**src/hdl/twsp_pkg.sv**
```systemverilog
package twsp_pkg;

	// register indices; byte address is four times the index
	localparam logic [7:0] IDX_COUNT = 8'h01;
	localparam logic [7:0] IDX_OPTION = 8'h81;
	localparam logic [7:0] IDX_INTCTL = 8'h0b;
	localparam logic [7:0] IDX_CORE = 8'h02;

	// reset values
	localparam logic [7:0] OPTION_RESET = 8'hfb;
	localparam logic [7:0] INTCTL_RESET = 8'h00;

	// field positions in the interrupt control register
	localparam int INTCTL_FLAG_BIT = 2;
	localparam int INTCTL_IRQEN_BIT = 5;

	// field positions in the core control register
	localparam int CORE_SLEEP_BIT = 0;
	localparam int CORE_WDTCLR_BIT = 1;

	// timing: one instruction period is four system clocks
	localparam int INSTR_CLOCKS = 4;
	localparam logic [1:0] INSTR_LAST = 2'(INSTR_CLOCKS - 1);
	localparam logic [1:0] WRITE_INHIBIT_PERIODS = 2'h2;

	typedef struct packed {
		logic portb_pullup_disable;
		logic ext_irq_edge_select;
		logic clock_source_select;
		logic ext_edge_select;
		logic prescaler_assign;
		logic [2:0] prescaler_ratio;
	} twsp_option_t;

	typedef struct packed {
		logic overflow_irq_enable;
		logic overflow_flag;
	} twsp_intctl_t;

endpackage

```
**src/hdl/twsp_eight_bit_timer.sv**
```systemverilog
`timescale 1ns/1ns
// Notes on behaviour
// - in timer mode without prescaler the count register steps once per instruction period.
// - a software write to the count register holds off counting for the next two instruction periods.
// - clock_source_select (bit 5) picks external pin edges when 1, the instruction clock when 0.
// - ext_edge_select (bit 4) counts falling pin edges when 1, rising ones when 0.
// - prescaler_assign (bit 3) gives the one prescaler to the timer when 0, to the watchdog when 1.
// - prescaler_ratio divides by 2 to 256 for the timer, by 1 to 128 for the watchdog, doubling per step.
// - the timer counts undivided only while the prescaler belongs to the watchdog.
// - the prescaler is invisible to software and a count write clears it while the timer owns it.
// - a watchdog clear clears the prescaler and the watchdog while the watchdog owns the prescaler.
// - a rollover from ff to 00 sets the overflow flag whatever the enable.
// - the flag stays until software clears it and a request is raised only while enabled.
// - the timer stands still in sleep so its overflow cannot wake the core.
// - the flag sits at bit 2 and the enable at bit 5 of the interrupt control register, both read/write.
// - reset leaves the count register value as it was.
module twsp_eight_bit_timer #(
	parameter int ADDR_W = 10
) (
	// clock and reset
	input wire logic clk,
	input wire logic reset,
	// avalon-mm slave
	input wire logic [ADDR_W-1:0] address,
	input wire logic read,
	input wire logic write,
	input wire logic [3:0] byteenable,
	input wire logic [31:0] writedata,
	output logic [31:0] readdata,
	output logic waitrequest,
	// external count pin
	input wire logic ext_count_pin,
	// watchdog side
	input wire logic wdt_base_tick,
	output logic wdt_timeout_tick,
	output logic wdt_clear,
	// interrupt request
	output logic overflow_irq
);

	generate
		if (ADDR_W < 10) begin : g_addr_check
			$error("ADDR_W too small for the register map");
		end
	endgenerate

	logic [7:0] eight_bit_timer_count_reg;
	twsp_pkg::twsp_option_t option_reg;
	twsp_pkg::twsp_intctl_t intctl_reg;
	logic sleep_reg;
	logic [7:0] pre_reg;
	logic [1:0] div_reg;
	logic [1:0] inhibit_reg;
	logic pin_s1_reg, pin_s2_reg, pin_s3_reg;

	logic [7:0] index;
	logic access_done;
	logic wr_go;
	logic count_wr, option_wr, intctl_wr, core_wr;
	logic wdt_clr_cmd;
	logic instr_tick;
	logic ext_edge;
	logic src_evt;
	logic pre_in;
	logic [7:0] pre_mask;
	logic pre_hit;
	logic pre_clear;
	logic timer_inc;
	logic overflow_set;
	// count holds no value until the first load, and reset does not clear it
	logic count_loaded_reg = 1'b0;

	// mask of low prescaler bits that must be all ones for one output
	function automatic logic [7:0] ratio_mask(input logic [2:0] ratio, input logic to_wdt);
		logic [8:0] span;
		span = 9'h001 << ratio;
		if (!to_wdt) begin
			span = span << 1;
		end
		return 8'(span - 9'h001);
	endfunction

	// bus decode; a write lands at the edge where waitrequest is seen low
	assign index = address[9:2];
	assign access_done = (read || write) && !waitrequest;
	assign wr_go = write && !waitrequest && byteenable[0];
	always_comb begin
		count_wr = 1'b0;
		option_wr = 1'b0;
		intctl_wr = 1'b0;
		core_wr = 1'b0;
		if (index == twsp_pkg::IDX_COUNT) begin
			count_wr = wr_go;
		end else if (index == twsp_pkg::IDX_OPTION) begin
			option_wr = wr_go;
		end else if (index == twsp_pkg::IDX_INTCTL) begin
			intctl_wr = wr_go;
		end else if (index == twsp_pkg::IDX_CORE) begin
			core_wr = wr_go;
		end
	end
	assign wdt_clr_cmd = core_wr && writedata[twsp_pkg::CORE_WDTCLR_BIT];

	// one wait cycle, then the answer; back to waiting after each transfer
	always_ff @(posedge clk) begin
		if (reset) begin
			waitrequest <= 1'b1;
		end else if ((read || write) && waitrequest) begin
			waitrequest <= 1'b0;
		end else begin
			waitrequest <= 1'b1;
		end
	end

	// prescaler never appears on the bus; unmapped reads give zero
	// prescaler hidden
	always_ff @(posedge clk) begin
		if (reset) begin
			readdata <= 32'h0000_0000;
		end else if (read && waitrequest) begin
			if (index == twsp_pkg::IDX_COUNT) begin
				readdata <= {24'h000000, eight_bit_timer_count_reg};
			end else if (index == twsp_pkg::IDX_OPTION) begin
				readdata <= {24'h000000, option_reg};
			end else if (index == twsp_pkg::IDX_INTCTL) begin
				readdata <= 32'(intctl_reg.overflow_irq_enable) << twsp_pkg::INTCTL_IRQEN_BIT
					| 32'(intctl_reg.overflow_flag) << twsp_pkg::INTCTL_FLAG_BIT;
			end else if (index == twsp_pkg::IDX_CORE) begin
				readdata <= 32'(sleep_reg) << twsp_pkg::CORE_SLEEP_BIT;
			end else begin
				readdata <= 32'h0000_0000;
			end
		end
	end

	always_ff @(posedge clk) begin
		if (reset) begin
			option_reg <= twsp_pkg::OPTION_RESET;
		end else if (option_wr) begin
			option_reg <= writedata[7:0];
		end
	end

	always_ff @(posedge clk) begin
		if (reset) begin
			sleep_reg <= 1'b0;
		end else if (core_wr) begin
			sleep_reg <= writedata[twsp_pkg::CORE_SLEEP_BIT];
		end
	end

	// instruction period enable
	always_ff @(posedge clk) begin
		if (reset) begin
			div_reg <= 2'h0;
		end else begin
			div_reg <= div_reg + 2'h1;
		end
	end
	assign instr_tick = (div_reg == twsp_pkg::INSTR_LAST);

	always_ff @(posedge clk) begin
		if (reset) begin
			pin_s1_reg <= 1'b0;
			pin_s2_reg <= 1'b0;
			pin_s3_reg <= 1'b0;
		end else begin
			pin_s1_reg <= ext_count_pin;
			pin_s2_reg <= pin_s1_reg;
			pin_s3_reg <= pin_s2_reg;
		end
	end

	assign ext_edge = option_reg.ext_edge_select ? (pin_s3_reg && !pin_s2_reg) : (pin_s2_reg && !pin_s3_reg);

	assign src_evt = !sleep_reg && (option_reg.clock_source_select ? ext_edge : instr_tick);

	assign pre_in = option_reg.prescaler_assign ? wdt_base_tick : src_evt;
	assign pre_mask = ratio_mask(option_reg.prescaler_ratio, option_reg.prescaler_assign);
	assign pre_hit = pre_in && ((pre_reg & pre_mask) == pre_mask);

	assign pre_clear = (count_wr && !option_reg.prescaler_assign) || (wdt_clr_cmd && option_reg.prescaler_assign);

	always_ff @(posedge clk) begin
		if (reset || pre_clear) begin
			pre_reg <= 8'h00;
		end else if (pre_in) begin
			pre_reg <= pre_reg + 8'h01;
		end
	end

	always_ff @(posedge clk) begin
		if (reset) begin
			inhibit_reg <= 2'h0;
		end else if (count_wr) begin
			inhibit_reg <= twsp_pkg::WRITE_INHIBIT_PERIODS;
		end else if (instr_tick && inhibit_reg != 2'h0) begin
			inhibit_reg <= inhibit_reg - 2'h1;
		end
	end

	assign timer_inc = (inhibit_reg == 2'h0) && (option_reg.prescaler_assign ? src_evt : pre_hit);

	// no reset branch: the count survives a device reset
	// count kept
	always_ff @(posedge clk) begin
		if (count_wr) begin
			eight_bit_timer_count_reg <= writedata[7:0];
		end else if (timer_inc) begin
			eight_bit_timer_count_reg <= eight_bit_timer_count_reg + 8'h01;
		end
	end

	// checks on the count wait for its first load
	always_ff @(posedge clk) begin
		if (count_wr) begin
			count_loaded_reg <= 1'b1;
		end
	end

	assign overflow_set = timer_inc && !count_wr && (eight_bit_timer_count_reg == 8'hff);

	// set beats a same-cycle software clear
	// sticky flag
	always_ff @(posedge clk) begin
		if (reset) begin
			intctl_reg <= twsp_pkg::INTCTL_RESET[1:0];
		end else begin
			if (intctl_wr) begin
				intctl_reg.overflow_irq_enable <= writedata[twsp_pkg::INTCTL_IRQEN_BIT];
			end
			if (overflow_set) begin
				intctl_reg.overflow_flag <= 1'b1;
			end else if (intctl_wr) begin
				intctl_reg.overflow_flag <= writedata[twsp_pkg::INTCTL_FLAG_BIT];
			end
		end
	end

	always_ff @(posedge clk) begin
		if (reset) begin
			overflow_irq <= 1'b0;
		end else begin
			overflow_irq <= intctl_reg.overflow_flag && intctl_reg.overflow_irq_enable;
		end
	end

	// watchdog runs 1:1 while the timer owns the prescaler
	always_ff @(posedge clk) begin
		if (reset) begin
			wdt_timeout_tick <= 1'b0;
			wdt_clear <= 1'b0;
		end else begin
			wdt_timeout_tick <= option_reg.prescaler_assign ? pre_hit : wdt_base_tick;
			wdt_clear <= wdt_clr_cmd;
		end
	end
endmodule

```
**config.mk**
```make
export PLATFORM = sky130hd
export DESIGN_NAME = twsp_eight_bit_timer
export DESIGN_NICKNAME = d
export VERILOG_FILES = /design/src/hdl/twsp_pkg.sv /design/src/hdl/twsp_eight_bit_timer.sv
export SDC_FILE = /design/constraint.sdc
export NUM_CORES = 1
export LEC_CHECK = 0
export BUFFER_PORTS_ARGS = -buffer_cell sky130_fd_sc_hd__buf_2
export CORE_ASPECT_RATIO = 1.2
export CORE_MARGIN = 1
export CORE_UTILIZATION = 54
export CTS_CLUSTER_DIAMETER = 200
export DETAILED_ROUTE_END_ITERATION = 6
export HOLD_SLACK_MARGIN = 0.05
export PLACE_DENSITY = 0.85
export SLEW_MARGIN = 30
export SYNTH_ARGS = -nofsm -noshare
export SYNTH_HDL_FRONTEND = slang
export SYNTH_SLANG_ARGS = --single-unit
```
**constraint.sdc**
```tcl
create_clock -name clk -period 5.45 [get_ports clk]
set_clock_uncertainty 0.15 [all_clocks]
set_input_delay 1.09 -clock clk [delete_from_list [all_inputs] [get_ports clk]]
set_output_delay 1.09 -clock clk [all_outputs]
set_load 0.005 [all_outputs]
```
Yosys cells after proc, flatten, opt, wreduce, memory -nomap -nowiden
Index checks and enable logic that the tools add are counted.
Word-level totals
  register bits after elaboration: 70
  output and inout port bits: 36
  bits of input ports: 52
Operators by class
  reduce and logical (&&, ||, !) cells: 31
  add/sub/neg operators: 5
  shift operators: 1
  bitwise operators: 2
  multiplexer cells: 27
  equality and inequality tests: 7
Operator list (count)
  8-bit two-way mux: 5
  1-bit two-way mux: 19
  8-bit by 1-bit adder with 8-bit output (second input constant): 2
  8-bit == test (second input constant): 2
  1-bit logical AND: 16
  8-bit bitwise AND: 1
  8-bit by 1-bit == test with 1-bit output (second input constant): 1
  8-bit by 2-bit == test with 1-bit output (second input constant): 1
  8-bit by 4-bit == test with 1-bit output (second input constant): 1
  8-bit == test: 1
  2-bit nonzero test: 4
  1-bit by 3-bit left shift with 8-bit output (first input constant): 1
  8-bit by 1-bit subtractor with 8-bit output (second input constant): 1
  1-bit zero test: 6
  6-bit two-way mux: 1
  6-bit by 3-bit OR with 6-bit output: 1
  2-bit two-way mux: 2
  1-bit logical OR: 3
  2-bit by 1-bit adder with 2-bit output (second input constant): 1
  2-bit == test (second input constant): 1
  2-bit zero test: 1
  2-bit OR reduction: 1
  2-bit by 1-bit subtractor with 2-bit output (second input constant): 1

Logic depth before layout (Yosys ltp)
Gate-level depths: netlist of run 1.
  depth after elaboration: 12
  depth in mapped cells: 10
  gate-level depth less buffers: 9

Worst setup path after synthesis of run 1
OpenSTA, ideal clock, no wires.
  kind: in2reg
  from: in address[7]
  to: reg eight_bit_timer_count_reg[0] (enable)
  library setup time: 374 ps
  buffers on the path: 2
  stages on the path: 6
  data required time: 4926 ps
  arrival: 2368 ps
  path slack: 2558 ps
  cells stage by stage: nor4_1 -> and2_1 -> clkbuf_1 -> nand2_2 -> clkbuf_1 -> o21ai_1
Between the ends
  cells in the longest elaborated chain, start to end: 3
RTL lines
  from (decl): line twsp_eight_bit_timer.sv:24  | input wire logic [ADDR_W-1:0] address,
  8-bit by 1-bit == test with 1-bit output: line twsp_eight_bit_timer.sv:92  | if (index == twsp_pkg::IDX_COUNT) begin
  1-bit two-way mux: line twsp_eight_bit_timer.sv:92
  2-bit nonzero test (no line)
  to (signal assigned): line twsp_eight_bit_timer.sv:208  | eight_bit_timer_count_reg <= writedata[7:0];
  to (signal assigned): line twsp_eight_bit_timer.sv:210  | eight_bit_timer_count_reg <= eight_bit_timer_count_reg + 8'h01;
  to (decl): line twsp_eight_bit_timer.sv:47  | logic [7:0] eight_bit_timer_count_reg;
No other way between the ends.
A chain may end at the register's enable or synchronous reset.

Final worst setup path of run 1
  from: reg option_reg[3] (netlist bit)
  to: reg eight_bit_timer_count_reg[2] (enable)
Between the ends
  cells in the longest elaborated chain, start to end: 8
  elaborated cells on any way between the ends: 9
RTL lines
  from (decl): line twsp_eight_bit_timer.sv:48  | twsp_pkg::twsp_option_t option_reg;
  from (signal assigned): line twsp_eight_bit_timer.sv:138  | option_reg <= twsp_pkg::OPTION_RESET;
  from (signal assigned): line twsp_eight_bit_timer.sv:140  | option_reg <= writedata[7:0];
  8-bit two-way mux: line twsp_eight_bit_timer.sv:77  | if (!to_wdt) begin
  8-bit by 1-bit subtractor with 8-bit output: line twsp_eight_bit_timer.sv:80  | return 8'(span - 9'h001);
  8-bit bitwise AND: line twsp_eight_bit_timer.sv:180  | assign pre_hit = pre_in && ((pre_reg & pre_mask) == pre_mask);
  8-bit == test: line twsp_eight_bit_timer.sv:180
  1-bit logical AND: line twsp_eight_bit_timer.sv:180
  1-bit two-way mux (*): line twsp_eight_bit_timer.sv:202  | assign timer_inc = (inhibit_reg == 2'h0) && (option_reg.prescaler_assign ? src_evt : pre_hit);
  1-bit logical AND (*): line twsp_eight_bit_timer.sv:202
  2-bit nonzero test (no line) (*)
Every way passes the cells marked *; elsewhere a longest branch is shown, timed or not.

==> results of run 1 <==
[how the worst max path moves through the flow]
stage,start,endpoint,slack (ns)
floorplan,address[7],eight_bit_timer_count_reg[0]$_DFFE_PP_,2.56
global placement,option_reg[3]$_SDFFE_PP1P_,eight_bit_timer_count_reg[6]$_DFFE_PP_,2.17
detailed placement,option_reg[3]$_SDFFE_PP1P_,eight_bit_timer_count_reg[6]$_DFFE_PP_,2.06
CTS,option_reg[3]$_SDFFE_PP1P_,eight_bit_timer_count_reg[2]$_DFFE_PP_,2.05
global route,option_reg[3]$_SDFFE_PP1P_,eight_bit_timer_count_reg[2]$_DFFE_PP_,1.77
finish,option_reg[3]$_SDFFE_PP1P_,eight_bit_timer_count_reg[2]$_DFFE_PP_,2.01
[cells by family (layout without fill, tap and decap cells)]
kind of cell               after synthesis  after routing
muxes                                   20             20
xor gates and xnor gates                16             16
other                                    1             24
adders and majority gates                5              5
buffers and inverters                   43             50
and+or+nand+nor                        105            105
AOI/OAI and AO/OA                       41             41
DFF                                     46             46
[placed cells by master, fill, tap and decap left out, types with 6 or more instances in the layout]
cell type	n
a21oi_1	18
buf_2	34
conb_1	24
dfxtp_1	38
edfxtp_1	8
inv_1	8
mux2_2	7
mux2i_1	12
nand2_1	19
nand3_1	8
nor2_1	32
nor2b_1	7
nor3_1	6
xnor2_1	9
xor2_1	7
[where the power goes]
part,switching [uW],total [uW],leakage [uW],internal (uW)
Sequential,4.93,355,0.000381,350
Combinational,26.9,44.5,0.000730,17.6
Clock,115,205,0.0000452,90.6
Total,146,605,0.00116,459
[critical path: cells and delay by family, from the launching register on]
kind	cells	cell delay (ns)
buf+inv	1	0.08
fa+ha+maj	1	0.29
compound gates	4	1.36
simple gates	3	0.54
flops	1	0.66
[through the flow]
| stage | std cells | worst slack [ns] | cell area, sq um |
|---|---|---|---|
| after floorplan | 300 | 2.56 | 2610 |
| after detailed placement | 355 | 2.06 | 2620 |
| after global placement | 355 | 2.17 | 2620 |
| after CTS | 363 | 2.05 | 2710 |
| after global routing | 363 | 1.77 | 2710 |
| final | 363 | 2.01 | 2710 |
[routing by layer]
layer	wire length [um]	up-vias	share of wire	global-route usage
li1	-	985	-	-
met3	244	13	0.048	0.0313
met1	1980	910	0.39	0.250
met2	2790	61	0.55	0.406
met4	96	0	0.019	0.0622
met5	0	-	0	0
[cell type report]
| cell class | count | area [sq um] | share of cell area |
|---|---|---|---|
| clock buffer | 6 | 72.6 | 0.0268 |
| clock inverter | 2 | 13.8 | 0.00508 |
| inverter | 8 | 30.0 | 0.0111 |
| multi-input combinational | 211 | 1350 | 0.499 |
| sequential | 46 | 1000 | 0.369 |
| tap | 56 | 70.1 | 0.0259 |
| timing repair buffer | 34 | 170 | 0.0628 |
==> results.py, run 1 <==
metrics = {
    "global_routing": {
        "grt_pass1_vias": 1860,
        "grt_pass1_wl_um": 8410,
        "grt_overflow": 0,
        "antenna_found_initial": 0,
        "grt_max_degree": 22,
        "track_usage": 0.218,
    },
    "setup_path": {
        "start_kind": "flip-flop",
        "worstPathCellList": "nand2b_1 -> nor3_1 -> inv_1 -> ha_1 -> a211oi_1 -> nor3_1 -> a2111oi_4 -> a21oi_2 -> o21ai_1",
        "r2r_setup_slack_ns": 2.01,
        "r2r-start": "option_reg[3]$_SDFFE_PP1P_",
        "slowest_delay_ns": 0.66,
        "crit_type": "flip-flop to flip-flop",
        "required_ns": 5.23,
        "ff2ff_path_depth": 9,
        "critical-path-slowest-cell": "dfxtp_1",
        "arrival_ns": 3.22,
        "r2r-end": "eight_bit_timer_count_reg[2]$_DFFE_PP_",
        "path_common_cell": "nor3_1",
        "crit_path_end_kind": "flip-flop",
        "cp_max_fo": 14,
    },
    "sta": {
        "hold_viol_final": 0,
        "fin_crit_sh": 0.631,
        "final-setup-viol-count": 0,
        "hold_ws_ns": 0.275,
        "max_freq_mhz": 291,
        "maxSlewHeadroom": 0.512,
        "slew_viol_final": 0,
        "period_minus_slack_ns": 3.44,
        "setup_tns_ns": 0,
        "tightest_slew_ns": 0.727,
        "rsz0062_at_grt": "no",
    },
    "clock_network": {
        "cts-buffers-inserted": 5,
        "htree_levels": 2,
        "clock-root-buffer": "clkbuf_8",
        "cts_sinks": 46,
        "cts_tree": "done",
        "clock_path_buffers": 2,
        "postCtsSetupBuffers": 0,
        "cts_hold_buf": 0,
        "clk_latency_ns": 0.29,
        "cts_resized": 0,
        "clk_pin_slew_ns": 0.08,
    },
    "synth": {
        "synthAdderAreaFrac": 0.0248,
        "synth.most_common_cell": "dfxtp_1",
        "synth_flop_cell": "dfxtp_1",
        "ys_seq_area_frac": 0.396,
        "syn_inst": 277,
        "synth_warnings": 0,
        "yosys.area.top_type": "dfxtp_1",
        "async_flop_share": 0,
        "synth_compound_area_frac": 0.116,
        "avgSynthCellArea_sq_um": 9.12,
        "synthSimpleGateAreaFrac": 0.218,
        "synth_edf_count": 8,
        "ys_seq_elements": 46,
        "synth_common_cells": "dfxtp_1 (38), nor2_1 (32), buf_4 (25)",
        "synthXorXnorAreaFrac": 0.0555,
        "synth_cell_types": 56,
        "synthMuxAreaShare": 0.0847,
        "yosys-top-cells-area": "dfxtp_1 (30%), edfxtp_1 (9.5%), buf_4 (7.4%)",
        "synth_top_area_frac": 0.301,
        "synth_top_family_by_area": "simple AND/OR/NAND/NOR gates",
        "syn_area_sq_um": 2530,
    },
    "layout": {
        "final_layout_size_suffix_gt1_frac": 0.195,
        "n_fill_cell": 393,
        "antennaDiodeCount": 0,
        "fin_nets": 363,
        "post-route-util": 0.622,
        "area_delta_synth_final_pct": 7.28,
    },
    "detailed_routing": {
        "dr.first_iter.drc_count": 127,
        "firstDrtPassIters": 4,
        "vias": 1969,
        "drt-wirelength-per-cell_um": 14.1,
        "drc": 0,
        "ant_nets": 0,
        "drt-vias-per-instance": 5.42,
        "drt-total-wl_um": 5110,
    },
    "pwr": {
        "power.density_nw_per_um2": 223,
        "p_leak_uw": 0.00116,
        "peakVddDrop_mv": 0.163,
        "finalPower_uw": 605,
    },
    "worst_hold_path": {
        "hold_end": "div_reg[0]$_SDFF_PP0_",
        "hold_path.class": "flip-flop to flip-flop",
        "hold_depth": 1,
        "min-delay-start": "div_reg[0]$_SDFF_PP0_",
    },
    "placement": {
        "dp_hpwl_um": 3810,
        "port_buffers": 34,
        "gp_congestion": 0.878,
    },
    "floorplan": {
        "core_area_sq_um": 4360,
        "start_util": 0.580,
        "rows": 26,
        "die_width_um": 64.4,
        "ios": 88,
        "dieArea_sq_um": 4960,
        "die_y_um": 76.9,
    },
    "outcome": {
        "status": "finished clean",
    },
    "run": {
        "maxCapViolations": 0,
    },
}
Note: power is estimated with default switching activity, not from simulation.
==> run 2, diff against run 1 <==
--- a/config.mk
+++ b/config.mk
@@ -8,11 +8,11 @@
 export BUFFER_PORTS_ARGS = -buffer_cell sky130_fd_sc_hd__buf_2
 export CORE_ASPECT_RATIO = 1.2
 export CORE_MARGIN = 1
-export CORE_UTILIZATION = 54
+export CORE_UTILIZATION = 45
 export CTS_CLUSTER_DIAMETER = 200
 export DETAILED_ROUTE_END_ITERATION = 6
 export HOLD_SLACK_MARGIN = 0.05
-export PLACE_DENSITY = 0.85
+export PLACE_DENSITY = 0.76
 export SLEW_MARGIN = 30
 export SYNTH_ARGS = -nofsm -noshare
 export SYNTH_HDL_FRONTEND = slang
==> constraint.sdc (replaced) <==
create_clock -name clk -period 3.05 [get_ports clk]
set_clock_uncertainty 0.15 [all_clocks]
set_input_delay 0.61 -clock clk [delete_from_list [all_inputs] [get_ports clk]]
set_output_delay 0.61 -clock clk [all_outputs]
set_load 0.005 [all_outputs]
==> results.py, run 2 (synthesized netlist as in run 1, its figures left out) <==
metrics = {
    "placement": {
        "dp_hpwl_um": 3800,
        "dp.cells": 363,
        "port_buffers": 34,
        "gp_congestion": 0.884,
    },
    "sta": {
        "max_freq_mhz": 363,
        "fin_crit_sh": 0.903,
        "period_minus_slack_ns": 2.75,
        "final-setup-viol-count": 0,
        "rsz0062_at_grt": "no",
        "slew_viol_final": 0,
        "setup_tns_ns": 0,
        "hold_viol_final": 0,
    },
    "setup_path": {
        "arrival_ns": 2.62,
        "crit_type": "flip-flop to flip-flop",
        "critical-path-slowest-cell": "dfxtp_1",
        "path_common_cell": "nor3_1",
        "worstPathCellList": "nand2b_1 -> nor3_1 -> inv_1 -> ha_1 -> a211oi_1 -> nor3_1 -> a2111oi_4 -> a21oi_2 -> o21ai_1 -> buf_4",
        "start_kind": "flip-flop",
        "r2r_setup_slack_ns": 0.30,
        "cp_max_fo": 9,
        "required_ns": 2.92,
        "slowest_delay_ns": 0.38,
        "crit_path_end_kind": "flip-flop",
    },
    "pwr": {
        "p_sw_uw": 265,
        "seqPwrFrac": 0.585,
        "clkPwrFrac": 0.342,
        "intPower_uw": 820,
        "switching_share": 0.244,
        "power_frac_comb": 0.073,
        "peakVddDrop_mv": 0.260,
        "p_leak_uw": 0.00117,
        "finalPower_uw": 1080,
        "power.density_nw_per_um2": 397,
    },
    "layout": {
        "n_fill_cell": 481,
        "area_delta_synth_final_pct": 8.17,
        "layout_common_cells": "dfxtp_1 (38), buf_2 (34), nor2_1 (32)",
        "multi_input_area_sq_um": 1350,
        "regArea_sq_um": 1000,
        "antennaDiodeCount": 0,
        "layout.cells.non_filler": 371,
        "final_common_cell": "dfxtp_1",
        "fin_nets": 365,
        "post-route-util": 0.512,
        "final_layout_size_suffix_gt1_frac": 0.201,
    },
    "detailed_routing": {
        "drt-vias-per-instance": 5.26,
        "drc": 0,
        "firstDrtPassIters": 4,
        "ant_nets": 0,
        "drt-total-wl_um": 5140,
        "dr.first_iter.drc_count": 82,
        "vias": 1953,
        "drt-wirelength-per-cell_um": 13.8,
    },
    "global_routing": {
        "track_usage": 0.179,
        "grt_pass1_vias": 1790,
        "grt_pass1_wl_um": 8250,
        "antenna_found_initial": 0,
        "grt_max_degree": 22,
        "grt_overflow": 0,
    },
    "worst_hold_path": {
        "hold_path.class": "flip-flop to flip-flop",
    },
    "floorplan": {
        "ios": 88,
        "dieArea_sq_um": 5920,
        "core_area_sq_um": 5330,
        "die_y_um": 84.1,
        "rows": 29,
        "start_util": 0.474,
        "die_width_um": 70.4,
    },
    "clock_network": {
        "postCtsSetupBuffers": 0,
        "clock-root-buffer": "clkbuf_8",
        "cts_tree": "done",
        "cts-buffers-inserted": 5,
        "clk_pin_slew_ns": 0.08,
        "htree_levels": 2,
        "cts_sinks": 46,
        "clock_path_buffers": 2,
        "clk_latency_ns": 0.30,
        "cts_hold_buf": 0,
        "cts_resized": 0,
    },
    "run": {
        "maxCapViolations": 0,
    },
    "outcome": {
        "status": "finished clean",
    },
}
==> run 2: cell count changes in the layout (fill, tap and decap cells not counted), sizes merged <==
cell	delta
buf	+2
==> run 2: final timing paths <==
check,startpoint,end,cells past startpoint
worst max register to register,option_reg[0]$_SDFFE_PP1P_,eight_bit_timer_count_reg[3]$_DFFE_PP_,10
worst min-delay path,div_reg[0]$_SDFF_PP0_,div_reg[0]$_SDFF_PP0_,1
worst max-delay path,option_reg[0]$_SDFFE_PP1P_,eight_bit_timer_count_reg[3]$_DFFE_PP_,10
worst min register to register,div_reg[0]$_SDFF_PP0_,div_reg[0]$_SDFF_PP0_,1
==> run 2: layout make-up <==
| cell class | instances | area share |
|---|---|---|
| multi-input cells | 211 | 0.495 |
| clock inverters | 2 | 0.00504 |
| clock buffers | 6 | 0.0266 |
| well taps | 62 | 0.0284 |
| repair buffers | 36 | 0.0678 |
| inverters | 8 | 0.0110 |
| flip-flops and latches | 46 | 0.366 |
==> run 2: worst max-delay path: cells and delay by family (launching register included) <==
family | cells | cell delay, ns
AOI/OAI and AO/OA | 4 | 0.81
and+or+nand+nor | 3 | 0.56
DFF | 1 | 0.38
adders and majority gates | 1 | 0.29
buffers and inverters | 2 | 0.28
==> run 2: power by group through the flow <==
stage	logic, uW	registers (uW)	clock network [uW]
after floorplan	71.0	647	0
after global placement	77.3	648	0
after detailed placement	78.7	649	0
after CTS	79.1	635	381
after global routing	87.8	636	409
final	79.3	635	371
==> run 2: routing by layer <==
layer  part of all wire  GRT usage  vias to the layer above  routed length (um)
met5                  0          0                        -                   0
met4              0.026     0.0800                        0                 136
met3              0.041     0.0386                       11                 209
met2               0.51      0.315                       52                2600
met1               0.43      0.203                      918                2190
li1                   -          -                      972                   -
==> run 2: metrics by stage <==
step	worst slack (ns)	instance area [sq um]	hold WS, ns
6_report	0.296	2730	0.272
3_5_place_dp	0.297	2650	0.261
2_1_floorplan	0.299	2610	0.249
5_1_grt	0.0225	2730	0.288
4_1_cts	0.276	2730	0.274
3_3_place_gp	0.344	2650	0.258
==> run 3, diff against run 2 <==
--- a/config.mk
+++ b/config.mk
@@ -6,7 +6,7 @@
 export NUM_CORES = 1
 export LEC_CHECK = 0
 export BUFFER_PORTS_ARGS = -buffer_cell sky130_fd_sc_hd__buf_2
-export CORE_ASPECT_RATIO = 1.2
+export CORE_ASPECT_RATIO = 0.75
 export CORE_MARGIN = 1
 export CORE_UTILIZATION = 45
 export CTS_CLUSTER_DIAMETER = 200
==> results.py, run 3 (synthesized netlist as in run 1, its figures left out) <==
metrics = {
    "pwr": {
        "power.density_nw_per_um2": 388,
        "p_leak_uw": 0.00117,
        "peakVddDrop_mv": 0.210,
    },
    "sta": {
        "max_freq_mhz": 357,
        "slew_viol_final": 0,
        "rsz0062_at_grt": "no",
        "setup_tns_ns": 0,
        "final-setup-viol-count": 0,
        "fin_crit_sh": 0.918,
        "period_minus_slack_ns": 2.80,
        "hold_viol_final": 0,
    },
    "layout": {
        "area_delta_synth_final_pct": 9.21,
        "fin_nets": 367,
        "antennaDiodeCount": 0,
        "final_layout_size_suffix_gt1_frac": 0.203,
        "design_area_sq_um": 2760,
        "final_common_cell": "dfxtp_1",
        "layout_common_cells": "dfxtp_1 (38), buf_2 (34), nor2_1 (32)",
    },
    "global_routing": {
        "grt_pass1_wl_um": 7610,
        "track_usage": 0.174,
        "grt_max_degree": 22,
        "grt_pass1_vias": 1565,
        "grt_overflow": 0,
        "antenna_found_initial": 0,
    },
    "detailed_routing": {
        "vias": 1921,
        "firstDrtPassIters": 4,
        "ant_nets": 0,
        "drc": 0,
        "dr.first_iter.drc_count": 99,
        "drt-wirelength-per-cell_um": 13.0,
        "drt-vias-per-instance": 4.98,
        "drt-total-wl_um": 5020,
    },
    "setup_path": {
        "path_delay_family": "compound AO/OA/AOI/OAI gates",
        "worstPathCellList": "nand2b_1 -> nor3_1 -> inv_1 -> ha_1 -> a211oi_1 -> nor3_1 -> a2111oi_4 -> a21oi_2 -> o21ai_1 -> buf_4",
        "r2r-start": "option_reg[0]$_SDFFE_PP1P_",
        "cp_max_fo": 9,
        "cp.buffers_inverters": 2,
        "crit_path_end_kind": "flip-flop",
        "critical-path-slowest-cell": "dfxtp_1",
        "slowest_delay_ns": 0.39,
        "crit_type": "flip-flop to flip-flop",
        "arrival_ns": 2.65,
        "start_kind": "flip-flop",
        "startpoint": "option_reg[0]$_SDFFE_PP1P_",
        "path_common_cell": "nor3_1",
        "required_ns": 2.90,
    },
    "clock_network": {
        "cts_tree": "done",
        "clock-root-buffer": "clkbuf_8",
        "clk_pin_slew_ns": 0.09,
        "cts_sinks": 46,
        "clock_path_buffers": 2,
        "cts-buffers-inserted": 5,
        "postCtsSetupBuffers": 0,
        "cts_resized": 0,
        "clk_latency_ns": 0.30,
        "cts_hold_buf": 0,
        "htree_levels": 2,
    },
    "floorplan": {
        "die_width_um": 88.5,
        "dieArea_sq_um": 5920,
        "die_y_um": 66.9,
        "ios": 88,
        "start_util": 0.469,
        "core_area_sq_um": 5380,
        "rows": 23,
    },
    "placement": {
        "gp_congestion": 0.779,
        "place_area_sq_um": 2680,
        "port_buffers": 34,
        "dp_hpwl_um": 3750,
    },
    "worst_hold_path": {
        "min-delay-start": "div_reg[0]$_SDFF_PP0_",
        "hold_path.class": "flip-flop to flip-flop",
    },
    "run": {
        "maxCapViolations": 0,
    },
    "outcome": {
        "status": "finished clean",
    },
}
## run 3: layout make-up
| type | count | area (sq um) |
|---|---|---|
| Multi-Input combinational cell | 211 | 1350 |
| Fill cell | 512 | 2620 |
| Timing Repair Buffer | 38 | 200 |
| Tap cell | 75 | 93.8 |
| Sequential cell | 46 | 1000 |
| Clock inverter | 2 | 8.76 |
| Inverter | 8 | 30.0 |
| Clock buffer | 6 | 72.6 |
## run 3: path summary, 6_finish.rpt
path	to	slack, ns	cells past startpoint
setup / recovery	eight_bit_timer_count_reg[3]$_DFFE_PP_	0.25	10
hold / removal	div_reg[0]$_SDFF_PP0_	0.28	1
setup reg to reg	eight_bit_timer_count_reg[3]$_DFFE_PP_	0.25	10
hold reg to reg	div_reg[0]$_SDFF_PP0_	0.28	1
## run 3: routing by layer
layer  GRT usage  vias up  part of all wire
li1            -      981                 -
met1       0.248      877              0.51
met2       0.254       59              0.42
met3      0.0421        4             0.055
met4      0.0605        0            0.0088
met5           0        -                 0
## run 3: metrics by stage
step	hold WS (ns)	std cells	utilization	total power (uW)	setup WS (ns)
floorplan	0.249	300	-	718	0.299
CTS	0.278	386	0.513	1080	0.273
global route	0.304	386	0.513	1110	0.0300
global placement	0.257	378	0.498	725	0.352
finish	0.276	386	0.513	1070	0.251
detailed placement	0.262	378	0.498	728	0.294
## run 3: power by group
part / total, uW / switching (uW) / internal (uW)
Combinational: 79.2 / 47.5 / 31.7
Sequential: 635 / 8.68 / 626
Clock: 357 / 200 / 158
## run 3: worst reg2reg max path: cells and delay by family, from the launching register on
family	cells	cell delay (ns)
AO/OA/AOI/OAI	4	0.84
flip-flops	1	0.39
buffers and inverters	2	0.27
adder cells (fa/ha/maj)	1	0.29
AND/OR/NAND/NOR	3	0.55
